<file path="config.mk">
export PLATFORM = sky130hd
export DESIGN_NAME = ivs_ctrl
export DESIGN_NICKNAME = d
export VERILOG_FILES = /design/src/rtl/ivs_pkg.sv /design/src/rtl/ivs_ram.sv /design/src/rtl/ivs_ctrl.sv
export VERILOG_INCLUDE_DIRS = /design/src /design/src/rtl
export SDC_FILE = /design/constraint.sdc
export NUM_CORES = 2
export LEC_CHECK = 0
export BUFFER_PORTS_ARGS = -buffer_cell sky130_fd_sc_hd__buf_2
export CAP_MARGIN = 30
export CORE_ASPECT_RATIO = 0.9
export CORE_MARGIN = 8
export CORE_UTILIZATION = 35
export CTS_BUF_LIST = sky130_fd_sc_hd__clkbuf_8
export DETAILED_ROUTE_END_ITERATION = 8
export GPL_ROUTABILITY_DRIVEN = 0
export PLACE_DENSITY = 0.61
export SLEW_MARGIN = 15
export SYNTH_ARGS = -nofsm -noshare
export SYNTH_HDL_FRONTEND = slang
export SYNTH_SLANG_ARGS = --single-unit
</file>
<file path="constraint.sdc">
create_clock -name clk -period 3.2 [get_ports clk]
set_input_delay 0.16 -clock clk [delete_from_list [all_inputs] [get_ports clk]]
set_output_delay 0.16 -clock clk [all_outputs]
set_load 0.1 [all_outputs]
</file>
<file path="src/rtl/ivs_defs.svh">
`ifndef IVS_DEFS_SVH
`define IVS_DEFS_SVH

// Vector high-byte addresses: reset, software interrupt, one per source flag index, then reserved
`define IVS_VEC_RESET 16'hFFFE
`define IVS_VEC_SOFTWARE_INT 16'hFFFC
`define IVS_VEC_F01 16'hFFFA
`define IVS_VEC_F02 16'hFFF8
`define IVS_VEC_F03 16'hFFF6
`define IVS_VEC_F04 16'hFFF4
`define IVS_VEC_F05 16'hFFF2
`define IVS_VEC_F06 16'hFFF0
`define IVS_VEC_F07 16'hFFEE
`define IVS_VEC_F08 16'hFFEC
`define IVS_VEC_F09 16'hFFEA
`define IVS_VEC_F10 16'hFFE8
`define IVS_VEC_F11 16'hFFE6
`define IVS_VEC_F12 16'hFFE4
`define IVS_VEC_F13 16'hFFE2
`define IVS_VEC_F14 16'hFFE0
`define IVS_VEC_F15 16'hFFDE
`define IVS_VEC_F16 16'hFFDC
`define IVS_VEC_F17 16'hFFDA
`define IVS_VEC_F18 16'hFFD8
`define IVS_VEC_F19 16'hFFD6
`define IVS_VEC_F20 16'hFFD4
`define IVS_VEC_F21 16'hFFD2
`define IVS_VEC_RSVD 16'hFFD0

// Memory map and stack
`define IVS_RAM_BASE 16'h0060
`define IVS_SP_RESET 16'h00FF
`define IVS_PAGE0_TOP 16'h00FF
`define IVS_PAGE0_RAM_BYTES 160
`define IVS_INT_STACK_BYTES 3'h5
`define IVS_CALL_STACK_BYTES 3'h2
`define IVS_NUM_FLAGS 21

`endif

</file>
<file path="src/rtl/ivs_pkg.sv">
package ivs_pkg;
  typedef enum logic [1:0] {IVS_IDLE, IVS_PUSH, IVS_VHI, IVS_VLO} ivs_state_e;
  // Stacking request from the core
  typedef struct packed {
    logic int_entry;
    logic software_interrupt;
    logic call;
    logic push;
    logic pull;
    logic [15:0] ret_addr;
  } ivs_req_s;
  // Memory bus toward the RAM/vector store
  typedef struct packed {
    logic wr;
    logic rd;
    logic [15:0] addr;
    logic [7:0] wdata;
  } ivs_mem_s;
endpackage

</file>
<file path="src/rtl/ivs_ram.sv">
`timescale 1ns/1ns
`include "ivs_defs.svh"
module ivs_ram #(
  parameter int DEPTH = `IVS_PAGE0_RAM_BYTES,
  parameter int AW = 8
) (
  input wire logic clk,
  input wire logic we,
  input wire logic [AW-1:0] addr,
  input wire logic [7:0] wdata,
  output logic [7:0] rdata
);
  logic [7:0] mem [DEPTH];

  // Registered read, write-first free
  always_ff @(posedge clk) begin
    if (we) begin
      mem[addr] <= wdata;
    end
    rdata <= mem[addr];
  end
endmodule

</file>
<file path="src/rtl/ivs_ctrl.sv">
`timescale 1ns/1ns
`include "ivs_defs.svh"
// Notes on behaviour
// - First timer overflow vector FFF0/FFF1, flag 6
// - First timer channels: FFF2 flag5, FFF4 flag4
// - Second timer vectors FFEA, FFEC, FFEE
// - Management bus vector FFE8/FFE9, flag 10
// - Serial port vectors FFE6, FFE4, FFE2
// - Keypad FFE0, converter FFDE
// - Serial peripheral receive FFDC, transmit FFDA
// - Infrared port FFD8..FFD4, time base FFD2
// - Sixteen-bit stack pointer, RAM from 0060
// - Stack pointer resets to 00FF
// - 160 bytes RAM in page zero
// - Interrupt entry pushes exactly five bytes
// - High index register never stacked
// - Subroutine call pushes two bytes
// - Push decrements, pull increments pointer
module ivs_ctrl
  import ivs_pkg::*;
#(
  parameter int NFLAGS = `IVS_NUM_FLAGS
) (
  input wire logic clk,
  input wire logic rst_b,
  input wire logic [NFLAGS:1] pend,
  input wire ivs_req_s req,
  input wire logic [7:0] pc_lo,
  input wire logic [7:0] pc_hi,
  input wire logic [7:0] x_reg,
  input wire logic [7:0] acc,
  input wire logic [7:0] ccr,
  input wire logic sp_load,
  input wire logic [15:0] sp_load_val,
  output ivs_mem_s mem,
  output logic [15:0] sp,
  output logic [15:0] vec_addr,
  output logic [4:0] vec_src,
  output logic busy,
  output logic done,
  output logic [7:0] ram_rdata,
  output logic in_ram
);
  ivs_state_e state, next_state;
  logic [2:0] cnt, next_cnt;
  logic [15:0] next_sp;
  logic [15:0] next_vec_addr;
  logic [4:0] next_vec_src;
  logic next_done;
  ivs_mem_s next_mem;
  logic [15:0] sel_addr;
  logic [4:0] sel_src;
  logic [7:0] push_byte;
  logic is_call;
  logic is_call_r, next_is_call;
  logic [15:0] ret_r, next_ret;

  // Vector of a flag index; address falls as flag rises
  function automatic logic [15:0] vec_of(input logic [4:0] f);
    case (f)
      5'd1: vec_of = `IVS_VEC_F01;
      5'd2: vec_of = `IVS_VEC_F02;
      5'd3: vec_of = `IVS_VEC_F03;
      5'd4: vec_of = `IVS_VEC_F04;
      5'd5: vec_of = `IVS_VEC_F05;
      5'd6: vec_of = `IVS_VEC_F06;
      5'd7: vec_of = `IVS_VEC_F07;
      5'd8: vec_of = `IVS_VEC_F08;
      5'd9: vec_of = `IVS_VEC_F09;
      5'd10: vec_of = `IVS_VEC_F10;
      5'd11: vec_of = `IVS_VEC_F11;
      5'd12: vec_of = `IVS_VEC_F12;
      5'd13: vec_of = `IVS_VEC_F13;
      5'd14: vec_of = `IVS_VEC_F14;
      5'd15: vec_of = `IVS_VEC_F15;
      5'd16: vec_of = `IVS_VEC_F16;
      5'd17: vec_of = `IVS_VEC_F17;
      5'd18: vec_of = `IVS_VEC_F18;
      5'd19: vec_of = `IVS_VEC_F19;
      5'd20: vec_of = `IVS_VEC_F20;
      5'd21: vec_of = `IVS_VEC_F21;
      default: vec_of = `IVS_VEC_RSVD;
    endcase
  endfunction

  // Lowest flag index pending wins: highest vector address
  always_comb begin
    sel_src = 5'd0;
    sel_addr = `IVS_VEC_RSVD;
    if (req.software_interrupt) begin
      sel_addr = `IVS_VEC_SOFTWARE_INT;
    end else begin
      for (int i = NFLAGS; i >= 1; i--) begin
        if (pend[i]) begin
          sel_src = 5'(i);
          sel_addr = vec_of(5'(i));
        end
      end
    end
  end

  assign is_call = req.call && !req.int_entry && !req.software_interrupt;

  // Byte pushed at each step: PCL, PCH, X, A, CCR; H omitted
  always_comb begin
    case (cnt)
      3'd0: push_byte = is_call_r ? ret_r[7:0] : pc_lo;
      3'd1: push_byte = is_call_r ? ret_r[15:8] : pc_hi;
      3'd2: push_byte = x_reg;
      3'd3: push_byte = acc;
      3'd4: push_byte = ccr;
      default: push_byte = 8'h00;
    endcase
  end

  // Stacking sequencer and stack pointer
  always_comb begin
    next_state = state;
    next_cnt = cnt;
    next_sp = sp;
    next_vec_addr = vec_addr;
    next_vec_src = vec_src;
    next_done = 1'b0;
    next_is_call = is_call_r;
    next_ret = ret_r;
    next_mem = '0;
    case (state)
      IVS_IDLE: begin
        if (sp_load) begin
          next_sp = sp_load_val;
        end else if (req.int_entry || req.software_interrupt) begin
          next_state = IVS_PUSH;
          next_cnt = 3'd0;
          next_is_call = 1'b0;
          next_vec_addr = sel_addr;
          next_vec_src = sel_src;
        end else if (is_call) begin
          next_state = IVS_PUSH;
          next_cnt = 3'd0;
          next_is_call = 1'b1;
          next_ret = req.ret_addr;
        end else if (req.push) begin
          next_sp = sp - 16'h0001;
        end else if (req.pull) begin
          next_sp = sp + 16'h0001;
        end
      end
      IVS_PUSH: begin
        next_mem.wr = 1'b1;
        next_mem.addr = sp;
        next_mem.wdata = push_byte;
        next_sp = sp - 16'h0001;
        next_cnt = cnt + 3'd1;
        if (is_call_r && cnt == `IVS_CALL_STACK_BYTES - 3'd1) begin
          next_state = IVS_IDLE;
          next_done = 1'b1;
        end else if (!is_call_r && cnt == `IVS_INT_STACK_BYTES - 3'd1) begin
          next_state = IVS_VHI;
        end
      end
      IVS_VHI: begin
        next_mem.rd = 1'b1;
        next_mem.addr = vec_addr;
        next_state = IVS_VLO;
      end
      IVS_VLO: begin
        next_mem.rd = 1'b1;
        next_mem.addr = vec_addr + 16'h0001;
        next_state = IVS_IDLE;
        next_done = 1'b1;
      end
      default: next_state = IVS_IDLE;
    endcase
  end

  always_ff @(posedge clk or negedge rst_b) begin
    if (!rst_b) begin
      state <= IVS_IDLE;
      cnt <= 3'd0;
      sp <= `IVS_SP_RESET;
      vec_addr <= `IVS_VEC_RESET;
      vec_src <= 5'd0;
      done <= 1'b0;
      is_call_r <= 1'b0;
      ret_r <= 16'h0000;
      mem <= '0;
    end else begin
      state <= next_state;
      cnt <= next_cnt;
      sp <= next_sp;
      vec_addr <= next_vec_addr;
      vec_src <= next_vec_src;
      done <= next_done;
      is_call_r <= next_is_call;
      ret_r <= next_ret;
      mem <= next_mem;
    end
  end

  assign busy = (state != IVS_IDLE);

  // Page-zero RAM window: 0060..00FF
  logic ram_hit;
  logic ram_sel;
  logic [7:0] ram_idx;
  logic [7:0] last_idx, next_last_idx;
  assign ram_sel = (mem.wr || mem.rd) && mem.addr >= `IVS_RAM_BASE
    && mem.addr <= `IVS_PAGE0_TOP;
  assign ram_hit = ram_sel && mem.wr;
  // Off-window cycles keep the last RAM index, so reads stay in range
  assign ram_idx = ram_sel ? 8'(mem.addr - `IVS_RAM_BASE) : last_idx;
  assign next_last_idx = ram_idx;
  assign in_ram = (sp >= `IVS_RAM_BASE);

  // Last RAM index, starts at the reset stack top
  always_ff @(posedge clk or negedge rst_b) begin
    if (!rst_b) begin
      last_idx <= 8'(`IVS_SP_RESET - `IVS_RAM_BASE);
    end else begin
      last_idx <= next_last_idx;
    end
  end

  ivs_ram #(.DEPTH(`IVS_PAGE0_RAM_BYTES), .AW(8)) u_ram (
    .clk(clk),
    .we(ram_hit),
    .addr(ram_idx),
    .wdata(mem.wdata),
    .rdata(ram_rdata)
  );

  // Counts bytes written since entry for checking
  logic [2:0] wr_seen, next_wr_seen;
  always_comb begin
    next_wr_seen = wr_seen;
    if (state == IVS_IDLE) begin
      next_wr_seen = 3'h0;
    end else if (mem.wr) begin
      next_wr_seen = wr_seen + 3'h1;
    end
  end

  // Write counter register
  always_ff @(posedge clk or negedge rst_b) begin
    if (!rst_b) begin
      wr_seen <= 3'h0;
    end else begin
      wr_seen <= next_wr_seen;
    end
  end

  sp_reset_a: assert property (@(posedge clk) $rose(rst_b) |-> sp == `IVS_SP_RESET)
    else $error("stack pointer not at reset value");
  five_push_a: assert property (@(posedge clk) disable iff (!rst_b)
    (state == IVS_VHI) |-> (cnt == `IVS_INT_STACK_BYTES))
    else $error("interrupt entry did not push five bytes");
  int_seq_a: assert property (@(posedge clk) disable iff (!rst_b)
    (state == IVS_IDLE && !sp_load && req.int_entry) |=> (sp == $past(sp))
    ##5 (sp == $past(sp, 6) - 16'h0005))
    else $error("interrupt stacking moved pointer wrongly");
  call_two_a: assert property (@(posedge clk) disable iff (!rst_b)
    (state == IVS_IDLE && !sp_load && is_call && !req.int_entry) |=> ##2
    (sp == $past(sp, 3) - 16'h0002 && done))
    else $error("call did not push two bytes");
  push_dec_a: assert property (@(posedge clk) disable iff (!rst_b)
    (state == IVS_IDLE && !sp_load && !req.int_entry && !req.software_interrupt
    && !req.call && req.push) |=> sp == $past(sp) - 16'h0001)
    else $error("push did not decrement pointer");
  pull_inc_a: assert property (@(posedge clk) disable iff (!rst_b)
    (state == IVS_IDLE && !sp_load && !req.int_entry && !req.software_interrupt
    && !req.call && !req.push && req.pull) |=> sp == $past(sp) + 16'h0001)
    else $error("pull did not increment pointer");
  tmr_vec_a: assert property (@(posedge clk) disable iff (!rst_b)
    (state == IVS_IDLE && !sp_load && req.int_entry && !req.software_interrupt
    && pend[6] && pend[5:1] == '0) |=> vec_addr == 16'hFFF0)
    else $error("first timer overflow vector wrong");
  prio_a: assert property (@(posedge clk) disable iff (!rst_b)
    (state == IVS_IDLE && !sp_load && req.int_entry && !req.software_interrupt
    && pend[4] && pend[3:1] == '0) |=> vec_addr == 16'hFFF4 && vec_src == 5'h04)
    else $error("priority selection wrong");
  vec_fetch_a: assert property (@(posedge clk) disable iff (!rst_b)
    (state == IVS_VLO) |=> mem.rd && mem.addr == vec_addr + 16'h0001 && done)
    else $error("vector low byte fetch wrong");
  hreg_a: assert property (@(posedge clk) disable iff (!rst_b)
    (state == IVS_VHI) |-> wr_seen == 3'h4)
    else $error("extra byte stacked");
  vec_hold_a: assert property (@(posedge clk) disable iff (!rst_b)
    (state == IVS_VHI || state == IVS_VLO) |=> $stable(sp))
    else $error("pointer moved during vector fetch");
endmodule

</file>
==> results_dict.tcl <==
set metrics [dict create \
    synth_compound_area_frac 0.0682 \
    yosys_warnings 0 \
    die_area_mm2 0.173 \
    synth_area_leader_cell "edfxtp_1" \
    total_power_mw 57.0 \
    grt_max_degree 100 \
    h-tree-depth 4 \
    crit_chain "nor4_4, buf_4, nand4_4, buf_8, mux2i_4, buf_12, nor2_4, buf_8, nand3_1, nand4_1, a22oi_2, nand4_1, nand4_1" \
    synthAdderAreaFrac 0.00202 \
    path_class "reg -> reg" \
    startpoint "mem[21]" \
    power_leakage_nw 26.7 \
    synth_edf_count 1280 \
    rows 139 \
    skew_ns 0.0527 \
    mostFrequentLayoutCells "1280 x edfxtp_1, 1016 x nand2_1, 465 x buf_4" \
    grt_use_met3 0.0498 \
    start_kind "flop" \
    grt_pass1_vias 40500 \
    syn_avg_cell_area_um2 13.0 \
    ir_drop_v 0.000563 \
    tns_ns -17.79 \
    synthXorXnorAreaFrac 0.00220 \
    violations "setup timing" \
    dieWidth_um 437 \
    hp-class "in -> reg" \
    initial_core_util 0.351 \
    crit_slowest_cell "dfrtp_4" \
    vias 41700 \
    clockBufferDepth 3 \
    period_minus_slack_ns 3.73 \
    multi_input_area_mm2 0.0157 \
    syn_area_mm2 0.0559 \
    synth.area.mux_share 0.0390 \
    rsz0062_at_grt "yes" \
    worst_slew_pin_slew_ns 0.864 \
    drc 0 \
    clock_sinks 1371 \
    vias_per_cell 5.47 \
    maxCapViolations 0 \
    timing.rr.start "mem[21]" \
    design.core.area_mm2 0.159 \
    worstSetupEndpointType "flop" \
    synth_top_cells_by_area "edfxtp_1 69%, nand2_1 7.0%, mux2i_1 3.4%" \
    worst_slack_ns -0.531 \
    ios 175 \
    grt_pass1_wl_um 282000 \
    ys_seq_area_frac 0.729 \
    wl_um 197000 \
    drive_above_1_share 0.278 \
    clkTransAtPathRegs_ns 0.06 \
    fin_nets 5422 \
    seqCellArea_mm2 0.0408 \
    hpwlAfterDp_um 127000 \
    clkLatencyLatePin_ns 0.94 \
    syn_to_final_growth_pct 33.2 \
    ys_ff_latch 1371 \
    post-route-period-util 1.17 \
    endpoint "u_ram.rdata[1]" \
    die_h_um 395 \
    synth_cells 4291 \
    power_per_cell_area_mw_per_mm2 767 \
    drt-initial-drc-count 5392 \
    fillers 13900 \
    cts_tree "built" \
    grt.busiest_layer "met2" \
    status "finished, violations left" \
    reg2reg_setup_slack_ns -0.53 \
    crit_path_max_fanout 32 \
    required_ns 4.05 \
    r2r-end "u_ram.rdata[1]" \
    async_flop_share 0.0605 \
    ant_nets 0 \
    hold_viol_final 0 \
    grt-ovfl-total 0 \
    antenna_found_initial 5 \
    reg2reg_depth 13 \
    final_common_cell "edfxtp_1" \
    grtUsageTotal 0.219 \
    grtUsageMet2 0.339 \
    root_buffer "clkbuf_8" \
    slowest_delay_ns 0.48 \
    whs_ns 0.209 \
    cts_buffers 215 \
    synthFlopType "edfxtp_1" \
    firstDrtPassIters 6 \
    max_slew_margin 0.419 \
    setup_viol 314 \
    port_buffers 163 \
    clock.fmax_ghz 0.268 \
    wl_per_cell_um 25.9 \
    ys_types 73 \
    synth_top_area_share 0.688 \
    gr-usage-met1 0.298 \
    arrival_ns 4.58 \
    yosys.area_share.simple 0.136 \
    maxSlewViolCount 0 \
    synth_top_family_by_area "simple AND/OR/NAND/NOR gates" \
    cpMostUsedCell "nand4_1" \
]
timing repair:
action,4_1_cts,5_1_grt
hold buffers,158,0
gates cloned,11,2
buffers inserted,64,46
gates resized for setup,166,153
pin swaps,43,58
hold endpoints to repair,138,0
setup endpoints to repair,901,723
report_power, final:
| group | internal [mW] | switching (mW) | leakage, nW |
|---|---|---|---|
| Combinational | 7.20 | 13.6 | 11.6 |
| Sequential | 21.3 | 1.16 | 12.8 |
| Clock | 6.72 | 7.14 | 2.32 |
final cells by class:
cell class,count,area share
Clock buffer,219,0.0405
Tap cell,2115,0.0356
Sequential cell,1371,0.548
Timing Repair Buffer,1065,0.150
Clock inverter,180,0.0124
Multi-Input combinational cell,2614,0.211
Inverter,45,0.00262
Antenna cell,3,0.000101
per-stage QoR:
stage | setup WS (ns) | area (um^2) | utilization | cells
6_report | -0.531 | 74400 | 0.468 | 7612
2_1_floorplan | -0.183 | 56700 | - | 4300
4_1_cts | -0.454 | 73200 | 0.460 | 7563
3_3_place_gp | -0.926 | 65900 | 0.415 | 6933
3_5_place_dp | -0.970 | 65900 | 0.415 | 6933
5_1_grt | -0.605 | 74400 | 0.468 | 7610
metal layers:
metal	share of wire	routed length (um)	up-vias
met2	0.45	88800	2367
li1	-	-	18100
met3	0.11	21200	469
met4	0.044	8750	6
met5	0.00069	136	-
met1	0.40	78300	20800
Yosys cell counts (4+ instances only):
library cell / number
inv_1: 39
nand4_1: 62
o221ai_1: 18
o22a_1: 9
clkbuf_1: 141
nand2_1: 1038
nand3_1: 334
nor3_1: 34
o21ai_0: 64
a222oi_1: 8
buf_1: 34
and2_1: 6
xnor2_1: 7
dfxtp_1: 8
nor2b_1: 5
a2111oi_0: 18
a311oi_1: 12
ha_1: 9
dfstp_2: 19
a31oi_1: 67
and3_1: 10
xor2_1: 7
a221oi_1: 6
mux2_2: 19
buf_2: 77
edfxtp_1: 1280
nand2b_1: 6
a22oi_1: 28
o31ai_1: 10
or3_1: 4
o21ai_1: 4
mux2i_1: 192
a32oi_1: 52
inv_2: 4
or4_1: 4
a211oi_1: 39
a21oi_1: 197
buf_4: 17
nor2_1: 234
dfrtp_1: 64
nor4_1: 22
o22ai_1: 20
critical path, delay by kind of cell, from the launching register on:
kind / cells / cell delay [ns]
buffers and inverters: 4 / 0.70
multiplexers: 1 / 0.28
AND/OR/NAND/NOR: 7 / 1.78
flip-flops: 1 / 0.48
AO/OA/AOI/OAI: 1 / 0.28
cell families after synthesis:
kind of cell / count (synthesis)
AOI/OAI and AO/OA: 584
xor gates and xnor gates: 14
adders and majority gates: 9
buffers and inverters: 315
DFF: 1371
muxes: 214
other: 2
and+or+nand+nor: 1782
worst min path at each step:
stage | cells past startpoint | startpoint | endpoint
2_1_floorplan | 0 | rst_b | async pin
6_report | 4 | sp_load_val[15] | sp[15]
5_1_grt | 5 | pend[5] | vec_src[1]
3_3_place_gp | 1 | rst_b | state[0]
3_5_place_dp | 1 | rst_b | async pin
4_1_cts | 4 | sp_load_val[15] | sp[15]
flip-flops by register name (all words and copies together) (netlist names), 3 cells and up, named ones only:
register	cells
cnt	3
last_idx	8
mem	26
ret_r	16
sp	16
u_ram.mem	1280
u_ram.rdata	8
vec_addr	5
vec_src	5
No activity file was read; power rests on OpenSTA's default activity.
